**config.mk**
```make
export PLATFORM = sky130hd
export DESIGN_NAME = tocmp_top
export DESIGN_NICKNAME = d
export VERILOG_FILES = /design/src/tocmp_pkg.sv /design/src/tocmp_top.sv
export SDC_FILE = /design/constraint.sdc
export NUM_CORES = 1
export LEC_CHECK = 0
export BUFFER_PORTS_ARGS = -buffer_cell sky130_fd_sc_hd__buf_2
export CAP_MARGIN = 20
export CELL_PAD_IN_SITES_DETAIL_PLACEMENT = 0
export CELL_PAD_IN_SITES_GLOBAL_PLACEMENT = 1
export CORE_ASPECT_RATIO = 0.5
export CORE_MARGIN = 4
export CORE_UTILIZATION = 47
export CTS_CLUSTER_SIZE = 28
export DETAILED_ROUTE_END_ITERATION = 16
export PLACE_DENSITY = 0.82
export SLEW_MARGIN = 20
export SYNTH_ARGS = -nofsm -noshare
export SYNTH_HDL_FRONTEND = slang
export SYNTH_SLANG_ARGS = --single-unit
```
**constraint.sdc**
```tcl
create_clock -name mclk_i -period 3.85 [get_ports mclk_i]
set_input_delay 0.77 -clock mclk_i [delete_from_list [all_inputs] [get_ports mclk_i]]
set_output_delay 0.77 -clock mclk_i [all_outputs]
set_load 0.01 [all_outputs]
```
**src/tocmp_pkg.sv**
```systemverilog
// constants, register map and types for the 16-bit timer output compare block
package tocmp_pkg;
    // ------------------------------------------------------------------
    // register byte offsets
    // ------------------------------------------------------------------
    localparam logic [3:0] ADDR_CNT_LOW    = 4'h0;
    localparam logic [3:0] ADDR_CNT_HIGH   = 4'h1;
    localparam logic [3:0] ADDR_CMPA_LOW   = 4'h2;
    localparam logic [3:0] ADDR_CMPA_HIGH  = 4'h3;
    localparam logic [3:0] ADDR_CMPB_LOW   = 4'h4;
    localparam logic [3:0] ADDR_CMPB_HIGH  = 4'h5;
    localparam logic [3:0] ADDR_CAPT_LOW   = 4'h6;
    localparam logic [3:0] ADDR_CAPT_HIGH  = 4'h7;
    localparam logic [3:0] ADDR_CTRL_A     = 4'h8;
    localparam logic [3:0] ADDR_CTRL_B     = 4'h9;
    localparam logic [3:0] ADDR_FORCE      = 4'ha;
    localparam logic [3:0] ADDR_IRQ_EN     = 4'hb;
    localparam logic [3:0] ADDR_FLAGS      = 4'hc;
    localparam logic [3:0] ADDR_PIN_DIR    = 4'hd;
    localparam logic [3:0] ADDR_PORT_VAL   = 4'he;

    // ------------------------------------------------------------------
    // field positions
    // ------------------------------------------------------------------
    // control a: [1:0] mode low bits, [5:4] action b, [7:6] action a
    localparam int CTRLA_MODE_LSB = 0;
    localparam int CTRLA_ACTB_LSB = 4;
    localparam int CTRLA_ACTA_LSB = 6;
    // control b: [1:0] mode high bits, [2] timer clock enable
    localparam int CTRLB_MODE_LSB = 0;
    localparam int CTRLB_RUN_BIT  = 2;
    // force, irq enable, flags, pin direction, port value: bit 0 = a, bit 1 = b
    localparam int FLAG_OVF_BIT   = 2;

    // ------------------------------------------------------------------
    // reset values and fixed counts
    // ------------------------------------------------------------------
    localparam logic [15:0] CNT_MAX       = 16'hffff;
    localparam logic [15:0] CNT_BOTTOM    = 16'h0000;
    localparam logic [15:0] TOP_8BIT      = 16'h00ff;
    localparam logic [15:0] TOP_9BIT      = 16'h01ff;
    localparam logic [15:0] TOP_10BIT     = 16'h03ff;
    localparam logic [7:0]  BYTE_RESET    = 8'h00;
    localparam logic [15:0] WORD_RESET    = 16'h0000;

    // waveform modes
    localparam logic [3:0] WM_NORMAL      = 4'h0;
    localparam logic [3:0] WM_CTC_CMPA    = 4'h4;
    localparam logic [3:0] WM_FAST_8      = 4'h5;
    localparam logic [3:0] WM_FAST_9      = 4'h6;
    localparam logic [3:0] WM_FAST_10     = 4'h7;
    localparam logic [3:0] WM_CTC_CAPT    = 4'hc;
    localparam logic [3:0] WM_FAST_CAPT   = 4'he;
    localparam logic [3:0] WM_FAST_CMPA   = 4'hf;

    // compare output actions
    localparam logic [1:0] ACT_NONE       = 2'h0;
    localparam logic [1:0] ACT_TOGGLE     = 2'h1;
    localparam logic [1:0] ACT_CLEAR      = 2'h2;
    localparam logic [1:0] ACT_SET        = 2'h3;

    typedef enum logic [1:0] {
        TOCMP_SLOPE_UP,
        TOCMP_SLOPE_DOWN
    } tocmp_slope_e;
endpackage

```
**src/tocmp_top.sv**
```systemverilog
// output compare unit of a 16-bit timer with register port and pin override
//
// Decided for this implementation: the strobed register port and the register addresses.
`timescale 1ns/10ps
//
// Overview of operation
// - compare full count with each value always
// - flag rises one timer tick after match
// - enabled flag requests irq, ack clears it
// - writing one clears flag, zero ignored
// - channel a value is top in some modes
// - double buffer in pwm, not normal/ctc
// - buffer copies to active at top/bottom
// - writes go to buffer or active register
// - compare reads bypass shared high latch
// - low write merges latched high same cycle
// - non-pwm force updates output only, no flag
// - count write blocks next tick matches
// - output state survives mode changes
// - action bits unbuffered, next match applies
// - reset clears output state to zero
// - nonzero action overrides port value
// - pin shows output only when direction out
// - action zero leaves output unchanged
// - mode sets counting, action sets output
// - normal mode counts up, wraps ffff
// - overflow flag set when count wraps to zero from ffff or pwm top, in dual slope as it leaves zero
// - modes 4/12 clear on match a/capture
// - non-pwm action one toggles on match
module tocmp_top (
    input  wire logic                mclk_i,
    input  wire logic                rstn_i,
    input  wire logic                cen_i,
    input  wire logic                timer_tick_i,
    input  wire logic [3:0]          addr_i,
    input  wire logic [7:0]          wdata_i,
    input  wire logic                wr_i,
    input  wire logic                rd_i,
    input  wire logic [1:0]          irq_ack_i,
    output logic      [7:0]          rdata_o,
    output logic      [1:0]          irq_o,
    output logic                     ovf_flag_o,
    output logic      [1:0]          pin_out_o,
    output logic      [1:0]          pin_oe_o
);
    import tocmp_pkg::*;

    // ------------------------------------------------------------------
    // state
    // ------------------------------------------------------------------
    typedef struct packed {
        logic [15:0]  count;
        logic [7:0]   temp_hi;
        logic [15:0]  cmp_act_a;
        logic [15:0]  cmp_act_b;
        logic [15:0]  cmp_buf_a;
        logic [15:0]  cmp_buf_b;
        logic [15:0]  capt;
        logic [7:0]   ctrl_a;
        logic [7:0]   ctrl_b;
        logic [1:0]   irq_en;
        logic [1:0]   match_flag;
        logic         ovf_flag;
        logic [1:0]   out_state;
        logic [1:0]   pin_dir;
        logic [1:0]   port_val;
        logic [1:0]   match_pend;
        logic         block_next;
        tocmp_slope_e slope;
        logic [7:0]   rdata;
        logic [1:0]   irq;
        logic [1:0]   pin_out;
        logic [1:0]   pin_oe;
    } tocmp_state_s;

    tocmp_state_s st_r;
    tocmp_state_s st_nxt;

    // ------------------------------------------------------------------
    // helpers
    // ------------------------------------------------------------------
    // pwm modes: every mode other than normal, ctc and the reserved 13
    function automatic logic tocmp_is_pwm(input logic [3:0] m);
        tocmp_is_pwm = !(m == WM_NORMAL || m == WM_CTC_CMPA || m == WM_CTC_CAPT
                         || m == 4'hd);
    endfunction

    // dual-slope pwm modes count up and down
    function automatic logic tocmp_is_dual(input logic [3:0] m);
        tocmp_is_dual = (m[3:2] == 2'b10) || (m[3:2] == 2'b00 && m != WM_NORMAL
                        && m != WM_CTC_CMPA);
    endfunction

    // top value selected by the waveform mode
    function automatic logic [15:0] tocmp_top_val(input logic [3:0] m,
                                                  input logic [15:0] cmpa,
                                                  input logic [15:0] capt);
        case (m)
            4'h1, WM_FAST_8:                 tocmp_top_val = TOP_8BIT;
            4'h2, WM_FAST_9:                 tocmp_top_val = TOP_9BIT;
            4'h3, WM_FAST_10:                tocmp_top_val = TOP_10BIT;
            WM_CTC_CMPA, 4'h9, 4'hb, WM_FAST_CMPA: tocmp_top_val = cmpa;
            4'h8, 4'ha, WM_CTC_CAPT, WM_FAST_CAPT: tocmp_top_val = capt;
            default:                         tocmp_top_val = CNT_MAX;
        endcase
    endfunction

    // non-pwm action on a match
    function automatic logic tocmp_act(input logic [1:0] act, input logic cur);
        case (act)
            ACT_TOGGLE: tocmp_act = ~cur;
            ACT_CLEAR:  tocmp_act = 1'b0;
            ACT_SET:    tocmp_act = 1'b1;
            default:    tocmp_act = cur;
        endcase
    endfunction

    // ------------------------------------------------------------------
    // decoded views of the control registers
    // ------------------------------------------------------------------
    logic [3:0]  mode;
    logic [1:0]  act [2];
    logic        pwm;
    logic        dual;
    logic [15:0] top;
    logic        at_top;
    logic        at_bottom;
    logic        tick;

    always_comb begin
        mode   = {st_r.ctrl_b[CTRLB_MODE_LSB +: 2], st_r.ctrl_a[CTRLA_MODE_LSB +: 2]};
        act[0] = st_r.ctrl_a[CTRLA_ACTA_LSB +: 2];
        act[1] = st_r.ctrl_a[CTRLA_ACTB_LSB +: 2];
        pwm    = tocmp_is_pwm(mode);
        dual   = tocmp_is_dual(mode);
        top    = tocmp_top_val(mode, st_r.cmp_act_a, st_r.capt);
        at_top    = (st_r.count == top);
        at_bottom = (st_r.count == CNT_BOTTOM);
        tick   = timer_tick_i && st_r.ctrl_b[CTRLB_RUN_BIT];
    end

    // ------------------------------------------------------------------
    // next-state logic
    // ------------------------------------------------------------------
    // one process so every effect of a bus access and a tick is ordered here
    always_comb begin
        logic [1:0]  match;
        logic [1:0]  force_hit;
        logic [15:0] wide;
        logic        wrap;
        logic        do_load;
        match     = 2'b00;
        force_hit = 2'b00;
        wide      = {st_r.temp_hi, wdata_i};
        wrap      = 1'b0;
        do_load   = 1'b0;
        st_nxt    = st_r;
        st_nxt.rdata = BYTE_RESET;

        // comparators run on every cycle against the active values
        match[0] = (st_r.count == st_r.cmp_act_a);
        match[1] = (st_r.count == st_r.cmp_act_b);

        // timer tick: count sequence from mode only
        if (tick) begin
            // a count write blocks this tick's matches even if stopped
            st_nxt.match_pend = st_r.block_next ? 2'b00 : match;
            st_nxt.block_next = 1'b0;
            if (!pwm) begin
                // ctc clears on top, normal always wraps at max
                if (mode != WM_NORMAL && at_top) begin
                    st_nxt.count = CNT_BOTTOM;
                end else begin
                    st_nxt.count = st_r.count + 16'h0001;
                    wrap = (st_r.count == CNT_MAX);
                end
            end else if (!dual) begin
                if (at_top) begin
                    st_nxt.count = CNT_BOTTOM;
                    do_load = 1'b1;
                    wrap = 1'b1;
                end else begin
                    st_nxt.count = st_r.count + 16'h0001;
                end
            end else begin
                if (st_r.slope == TOCMP_SLOPE_UP) begin
                    if (at_top) begin
                        st_nxt.slope = TOCMP_SLOPE_DOWN;
                        st_nxt.count = st_r.count - 16'h0001;
                        do_load = 1'b1;
                    end else begin
                        st_nxt.count = st_r.count + 16'h0001;
                    end
                end else if (at_bottom) begin
                    st_nxt.slope = TOCMP_SLOPE_UP;
                    st_nxt.count = st_r.count + 16'h0001;
                    wrap = 1'b1;
                end else begin
                    st_nxt.count = st_r.count - 16'h0001;
                end
            end
            // overflow flag only set by hardware, with the zero count; dual slope on the tick leaving zero
            if (wrap) begin
                st_nxt.ovf_flag = 1'b1;
            end
            // matches from the previous tick raise flags now
            st_nxt.match_flag = st_r.match_flag | st_r.match_pend;
            // apply actions on match; action read live, not buffered
            for (int c = 0; c < 2; c++) begin
                if (st_r.match_pend[c]) begin
                    if (!pwm) begin
                        st_nxt.out_state[c] = tocmp_act(act[c], st_r.out_state[c]);
                    end else if (act[c][1]) begin
                        // non-inverted clears on match, inverted sets; dual slope does so counting down, the reverse counting up
                        st_nxt.out_state[c] = act[c][0] ^ dual ^ (st_r.slope == TOCMP_SLOPE_DOWN)
                                              ? 1'b1 : 1'b0;
                    end
                end
                if (pwm && !dual && wrap && act[c][1]) begin
                    st_nxt.out_state[c] = ~act[c][0];
                end
            end
            if (do_load) begin
                st_nxt.cmp_act_a = st_r.cmp_buf_a;
                st_nxt.cmp_act_b = st_r.cmp_buf_b;
            end
        end

        // buffers follow active values whenever buffering is off
        if (!pwm) begin
            st_nxt.cmp_buf_a = st_nxt.cmp_act_a;
            st_nxt.cmp_buf_b = st_nxt.cmp_act_b;
        end

        // interrupt service clears the flag; a same-cycle set still wins
        for (int c = 0; c < 2; c++) begin
            if (irq_ack_i[c] && !(tick && st_r.match_pend[c])) begin
                st_nxt.match_flag[c] = 1'b0;
            end
        end

        // bus writes
        if (wr_i) begin
            case (addr_i)
                ADDR_CNT_HIGH, ADDR_CMPA_HIGH, ADDR_CMPB_HIGH, ADDR_CAPT_HIGH: begin
                    st_nxt.temp_hi = wdata_i;
                end
                ADDR_CNT_LOW: begin
                    // write beats count, and blocks the next tick's matches
                    st_nxt.count      = wide;
                    st_nxt.block_next = 1'b1;
                end
                ADDR_CMPA_LOW: begin
                    // buffer in pwm, active otherwise, both bytes at once
                    st_nxt.cmp_buf_a = wide;
                    if (!pwm) begin
                        st_nxt.cmp_act_a = wide;
                    end
                end
                ADDR_CMPB_LOW: begin
                    st_nxt.cmp_buf_b = wide;
                    if (!pwm) begin
                        st_nxt.cmp_act_b = wide;
                    end
                end
                ADDR_CAPT_LOW:  st_nxt.capt   = wide;
                ADDR_CTRL_A:    st_nxt.ctrl_a = wdata_i;
                ADDR_CTRL_B:    st_nxt.ctrl_b = wdata_i;
                ADDR_FORCE: begin
                    // force acts on the output only, never on flag or count
                    if (!pwm) begin
                        force_hit = wdata_i[1:0];
                        for (int c = 0; c < 2; c++) begin
                            if (force_hit[c]) begin
                                st_nxt.out_state[c] = tocmp_act(act[c], st_nxt.out_state[c]);
                            end
                        end
                    end
                end
                ADDR_IRQ_EN:    st_nxt.irq_en = wdata_i[1:0];
                ADDR_FLAGS: begin
                    // one clears, zero keeps; a set this cycle wins
                    for (int c = 0; c < 2; c++) begin
                        if (wdata_i[c] && !(tick && st_r.match_pend[c])) begin
                            st_nxt.match_flag[c] = 1'b0;
                        end
                    end
                    if (wdata_i[FLAG_OVF_BIT] && !wrap) begin
                        st_nxt.ovf_flag = 1'b0;
                    end
                end
                ADDR_PIN_DIR:   st_nxt.pin_dir  = wdata_i[1:0];
                ADDR_PORT_VAL:  st_nxt.port_val = wdata_i[1:0];
                default: ;
            endcase
        end

        // bus reads; compare bytes come straight from storage
        if (rd_i) begin
            case (addr_i)
                ADDR_CNT_LOW: begin
                    st_nxt.rdata   = st_r.count[7:0];
                    st_nxt.temp_hi = st_r.count[15:8];
                end
                ADDR_CNT_HIGH:  st_nxt.rdata = st_r.temp_hi;
                ADDR_CAPT_LOW: begin
                    st_nxt.rdata   = st_r.capt[7:0];
                    st_nxt.temp_hi = st_r.capt[15:8];
                end
                ADDR_CAPT_HIGH: st_nxt.rdata = st_r.temp_hi;
                ADDR_CMPA_LOW:  st_nxt.rdata = pwm ? st_r.cmp_buf_a[7:0]  : st_r.cmp_act_a[7:0];
                ADDR_CMPA_HIGH: st_nxt.rdata = pwm ? st_r.cmp_buf_a[15:8] : st_r.cmp_act_a[15:8];
                ADDR_CMPB_LOW:  st_nxt.rdata = pwm ? st_r.cmp_buf_b[7:0]  : st_r.cmp_act_b[7:0];
                ADDR_CMPB_HIGH: st_nxt.rdata = pwm ? st_r.cmp_buf_b[15:8] : st_r.cmp_act_b[15:8];
                ADDR_CTRL_A:    st_nxt.rdata = st_r.ctrl_a;
                ADDR_CTRL_B:    st_nxt.rdata = st_r.ctrl_b;
                ADDR_IRQ_EN:    st_nxt.rdata = {6'h00, st_r.irq_en};
                ADDR_FLAGS:     st_nxt.rdata = {5'h00, st_r.ovf_flag, st_r.match_flag};
                ADDR_PIN_DIR:   st_nxt.rdata = {6'h00, st_r.pin_dir};
                ADDR_PORT_VAL:  st_nxt.rdata = {6'h00, st_r.port_val};
                default:        st_nxt.rdata = BYTE_RESET;
            endcase
        end

        // registered outputs; the output state is kept across modes
        st_nxt.irq = st_nxt.match_flag & st_nxt.irq_en;
        for (int c = 0; c < 2; c++) begin
            // any nonzero action hands the pin to the output state
            st_nxt.pin_out[c] = (act_of(st_nxt.ctrl_a, c) != ACT_NONE)
                                ? st_nxt.out_state[c] : st_nxt.port_val[c];
            st_nxt.pin_oe[c]  = st_nxt.pin_dir[c];
        end
    end

    // action field of the pending control value, channel a is index 0
    function automatic logic [1:0] act_of(input logic [7:0] ca, input int c);
        act_of = (c == 0) ? ca[CTRLA_ACTA_LSB +: 2] : ca[CTRLA_ACTB_LSB +: 2];
    endfunction

    // ------------------------------------------------------------------
    // state register
    // ------------------------------------------------------------------
    // reset clears all, output state included
    always_ff @(posedge mclk_i) begin
        if (!rstn_i) begin
            st_r <= '0;
        end else if (cen_i) begin
            st_r <= st_nxt;
        end
    end

    assign rdata_o    = st_r.rdata;
    assign irq_o      = st_r.irq;
    assign ovf_flag_o = st_r.ovf_flag;
    assign pin_out_o  = st_r.pin_out;
    assign pin_oe_o   = st_r.pin_oe;
endmodule

```
---- Word-level counts from Yosys, hierarchy flattened ----
Cells that the tools add are included.
word-level totals
  input bits .............................. 20
  output and inout port bits .............. 15
  register bits after elaboration ......... 148
  word-level logic and storage cells ...... 210
operators by class
  multiplexer cells ....................... 84
  $add $sub $neg .......................... 2
  reductions and logical operators ........ 46
  bitwise operators ....................... 13
  equal/unequal tests ..................... 43
operators by type and width
  cell                                                                  number
  16-bit two-way mux                                                    16
  131-bit two-way mux                                                   1
  8-bit one-hot mux with 13 select lines                                1
  32-bit two-way mux                                                    3
  16-bit one-hot mux with 5 select lines                                1
  8-bit two-way mux                                                     9
  4-bit == test, second input constant                                  15
  16-bit == test                                                        3
  1-bit two-way mux                                                     34
  4-bit by 3-bit == test with 1-bit output, second input constant       8
  2-bit two-way mux                                                     11
  16-bit by 1-bit adder with 16-bit output, second input constant       1
  16-bit == test, second input constant                                 1
  4-bit by 2-bit == test with 1-bit output, second input constant       4
  16-bit zero test                                                      1
  8-bit one-hot mux with 2 select lines                                 1
  16-bit by 1-bit subtractor with 16-bit output, second input constant  1
  1-bit logical AND                                                     15
  1-bit one-hot mux with 3 select lines                                 4
  3-bit AND reduction                                                   4
  4-bit OR reduction                                                    3
  2-bit == test, second input constant                                  5
  4-bit by 1-bit == test with 1-bit output, second input constant       2
  4-bit zero test                                                       2
  other kinds (17)                                                      42

---- Depth between registers and ports, before layout ----
  word-level depth ........................ 20
  depth in mapped cells ................... 13
  depth with buffers taken out ............ 10

---- Least setup slack after synthesis ----
Ideal clock, no wire load.
  path type ............................... flip-flop to flip-flop
  start ................................... reg st_r, in the netlist mode[0]
  end ..................................... reg st_r[138] (netlist name)
  period minus slack after synthesis ...... 2.952 ns
  slack ................................... 0.898 ns
  arrival ................................. 2.882 ns
  library setup time ...................... 0.070 ns
  buffers on the path ..................... 1
  cell stages (with the launch flop) ...... 11
  required time ........................... 3.780 ns
  cells stage by stage .................... dfxtp_1 > buf_4 > nor2b_1 > a211oi_1 > and3_1 > or4_4 > nor4_4 > nand4b_1 > a2111oi_2 > a311oi_1 > a21oi_1
on the way
  longest elaborated chain between the ends .. 11
  elaborated cells on any way between the ends .. 41
  classes of those cells .................. eq/ne: 17; mux: 10; reduce/logical: 14
RTL lines
  item                                                             line                              RTL
  from (decl)                                                      tocmp_top.sv:76                   tocmp_state_s st_r;
  from (signal assigned)                                           tocmp_top.sv:348                  st_r <= st_nxt;
  4-bit == test, or another cell as far along                      tocmp_top.sv:84, tocmp_top.sv:98
  4-bit OR reduction / 2-bit OR reduction (equally long branches)  tocmp_top.sv:98                   case (m)
  16-bit one-hot mux with 5 select lines                           tocmp_top.sv:98
  16-bit == test                                                   tocmp_top.sv:137                  at_top = (st_r.count == top);
  16-bit two-way mux                                               tocmp_top.sv:187                  if (at_top) begin
  16-bit two-way mux                                               tocmp_top.sv:186                  if (st_r.slope == TOCMP_SLOPE_UP) begin
  16-bit two-way mux                                               tocmp_top.sv:177                  end else if (!dual) begin
  16-bit two-way mux (*)                                           tocmp_top.sv:169                  if (!pwm) begin
  16-bit two-way mux (*)                                           tocmp_top.sv:165                  if (tick) begin
  16-bit two-way mux                                               tocmp_top.sv:244                  case (addr_i)
  131-bit two-way mux (*)                                          tocmp_top.sv:243                  if (wr_i) begin
Mark *: on every way between the ends. The rest lies on a longest branch, timed or not. The select of a mux whose other input is x is not followed.
A chain may end at the register's enable or synchronous reset.

---- Final worst setup path ----
  start ................................... reg st_r, in the netlist mode[3]
  end ..................................... reg st_r[143] (netlist name)
Same word-level chain as after synthesis.

==> summary.txt <==
Floorplanning
  • # IOs: 35
  • Initial core utilization: 0.488
  • Placement row count: 36
  • Core Box Area: 0.0198 mm^2
  • DIE WIDTH: 211 um
  • Total die area: 0.0231 mm^2
  • Die Y: 109 um

Critical path
  • Element type at the critical path end: register
  • Critical Path RT: 4200 ps
  • R2R cell count: 9
  • CP Launch Point: mode[3]
  • Critical path launch point type: register
  • Arr. time, crit path: 3940 ps
  • CP Class: reg2reg
  • Worst reg-to-reg setup slack: 260 ps
  • R2r endpoint: st_r[143]
  • Crit Path Max Fanout: 15
  • R2r startpoint: mode[3]

Layout
  • Nets: 1,287
  • Layout area overhead: 11.0%
  • Antenna cells: 0
  • Layout cells sized above 1: 0.122

Routing
  • Antenna-violating nets left: 0
  • TritonRoute pass-1 iters: 6
  • DRC viols: 0
  • Vias/cell: 6.79
  • Wirelength per Cell: 26.5 um
  • Iter 0 DRT Violations: 1,595
  • Final Routed Wirelength: 40,900 um
  • Via count: 10,500

Power
  • Pwr Density: 350 mW/mm^2
  • Clk network pwr share: 0.469
  • Comb pwr share: 0.109
  • Power consumption: 3.76 mW
  • Sw power: 1.06 mW
  • Maximum VDD drop: 0.000309 V
  • Pleak: 3.91 nW
  • Seq pwr share: 0.423
  • Int Power: 2.70 mW
  • Switching part of the total: 0.282

Yosys
  • Post-synthesis sequential area ratio: 0.304
  • Area leader, netlist: dfxtp_1
  • Top post-synthesis cells by area: dfxtp_1 30%, mux2i_1 7.8%, nor2_1 6.2%, a21oi_1 5.8%, nand2_1 4.3%
  • Share of the synthesized area in the top cell type: 0.304
  • Asr flop ratio synth: 0
  • Synth Net Count: 1,308
  • Synth cell types: 80
  • Post-synth EDFFs: 0
  • Syn_area_per_cell: 7.52 um^2
  • Synthesized area: 0.00967 mm^2
  • Post-Syn Instances: 1,285
  • Ys flop type: dfxtp_1
  • Most frequent cell after synthesis: nor2_1
  • Post-synth top cells: 159 x nor2_1, 147 x dfxtp_1, 113 x a21oi_1, 110 x nand2_1, 95 x clkbuf_1
  • YS warnings: 0
  • Yosys reg bits: 147

Timing
  • Worst rel slew slack: 0.361
  • Worst Tran Pin Value: 959 ps
  • Final Skew: 15.8 ps
  • Minimum clock period: 3590 ps
  • RSZ-0062 raised after global routing: no
  • Period Utilization, post-route: 0.932
  • Final count of hold timing violations: 0
  • Setup violators final: 0
  • Slew Limit Fails: 0
  • Max frequency: 0.279 GHz
  • Setup TNS: 0 ps
  • Setup ws final: 262 ps

Clocking
  • Clk sinks: 147
  • Post-CTS Setup Inserts: 0
  • Clk pin slew, worst setup/hold paths: 70 ps
  • CTS Root Cell: clkbuf_16
  • Number of buffers created by CTS: 17
  • CTS tree: yes
  • Htree depth: 4
  • Later-pin clock latency in the skew report: 440 ps
  • Clk buf depth: 2
  • Hold-fix buffers at CTS: 0
  • Post-CTS sizing: 0

Global route
  • Grt total ovfl: 0
  • Vias in the first global route: 9,428
  • Pin count of the biggest net entering global routing: 120
  • First-pass GRT wire length: 60,000 um
  • Total global-route track usage: 0.347
  • Antenna violations before repair: 0

Min path
  • Worst Hold Depth: 2
  • Hold endpoint: st_r[28]
  • Hold WC Path Type: reg2reg
  • Hold path start: st_r[28]

Place
  • Worst slack at placement: 349 ps
  • Routability cong.: 1.02
  • Port Buffers: 34
  • Half-perimeter wire length after placement: 28,900 um

Outcome
  • Run status: completed

Run
  • Maxcap violations: 0
==> how the worst max path moves through the flow <==
| stage | to | slack, ps | depth (start not counted) |
|---|---|---|---|
| 6_report | st_r[143] | 260 | 9 |
| 5_1_grt | st_r[143] | 20 | 9 |
| 4_1_cts | st_r[143] | 340 | 9 |
| 3_5_place_dp | st_r[143] | 350 | 9 |
| 3_3_place_gp | st_r[143] | 360 | 9 |
| 2_1_floorplan | st_r[138] | 900 | 10 |
==> routing by layer <==
metal | routed length [um] | track usage
met1 | 18200 | 0.515
met5 | 0 | 0
met4 | 997 | 0.108
met3 | 5580 | 0.0932
met2 | 16100 | 0.484
==> worst max-delay path, stage by stage (launching register included) <==
cell      delay (ps)
dfxtp_1          630
nor2b_1          350
a211oi_1         140
and3_1           180
or4_4            540
nor4_4           450
nand4b_1         460
nand2_2          400
o21ai_0          150
a41oi_1          210
==> through the flow <==
stage	utilization	std cells	area [um^2]	hold WS (ps)
after floorplan	-	1285	9670	445
after global placement	0.509	1509	10100	464
after detailed placement	0.509	1509	10100	468
after CTS	0.540	1541	10700	479
after global routing	0.542	1543	10700	492
final	0.542	1543	10700	477
==> logic make-up after synthesis <==
kind of cell,count (synthesis),synth area share
mux,81,0.0846
buf+inv,154,0.0666
simple gates,460,0.230
flops,147,0.304
fa+ha+maj,3,0.00388
xor+xnor,38,0.0344
compound gates,402,0.276
==> placed cells by master, fill, tap and decap left out, types with 5 or more instances in the layout <==
cell / count
and2_1: 9
mux2_2: 6
a31oi_1: 12
or2_2: 6
nor4_1: 17
xor2_1: 22
buf_4: 54
xnor2_1: 16
buf_2: 33
dfxtp_1: 147
clkbuf_16: 17
nor2_1: 159
and3_1: 10
nand4_1: 13
o21ai_0: 44
nand2_1: 110
a21oi_1: 112
mux2i_1: 75
o22a_1: 8
or3_1: 13
nor3_1: 28
o2111ai_1: 7
nor2b_1: 9
a211oi_1: 44
o221ai_1: 9
o211ai_1: 11
nand3_1: 36
inv_1: 21
a21o_1: 5
a22oi_1: 28
o22ai_1: 59
nand2b_1: 19
==> sequential cells by signal, summed over array words and instances (netlist names) <==
register and cells:
irq_o 2, pin_oe_o 2, pin_out_o 2, mode 4, act 4, ovf_flag_o 1
rdata_o 8, st_r 124
==> power groups by stage <==
stage | registers, mW | clock network [mW] | logic (mW)
after floorplan | 1.60 | 0 | 0.268
after global placement | 1.62 | 0 | 0.390
after detailed placement | 1.62 | 0 | 0.393
after CTS | 1.59 | 1.77 | 0.396
after global routing | 1.59 | 1.84 | 0.432
final | 1.59 | 1.76 | 0.409
==> layout make-up <==
type                    instances  area [um^2]
clock inverters                12          144
inverters                      23         87.6
fillers                      1895         9080
repair buffers                 91          651
well taps                     266          333
multi-input cells             984         6110
flip-flops and latches        147         2940
clock buffers                  20          467
Note: power is estimated with default switching activity, not from simulation.
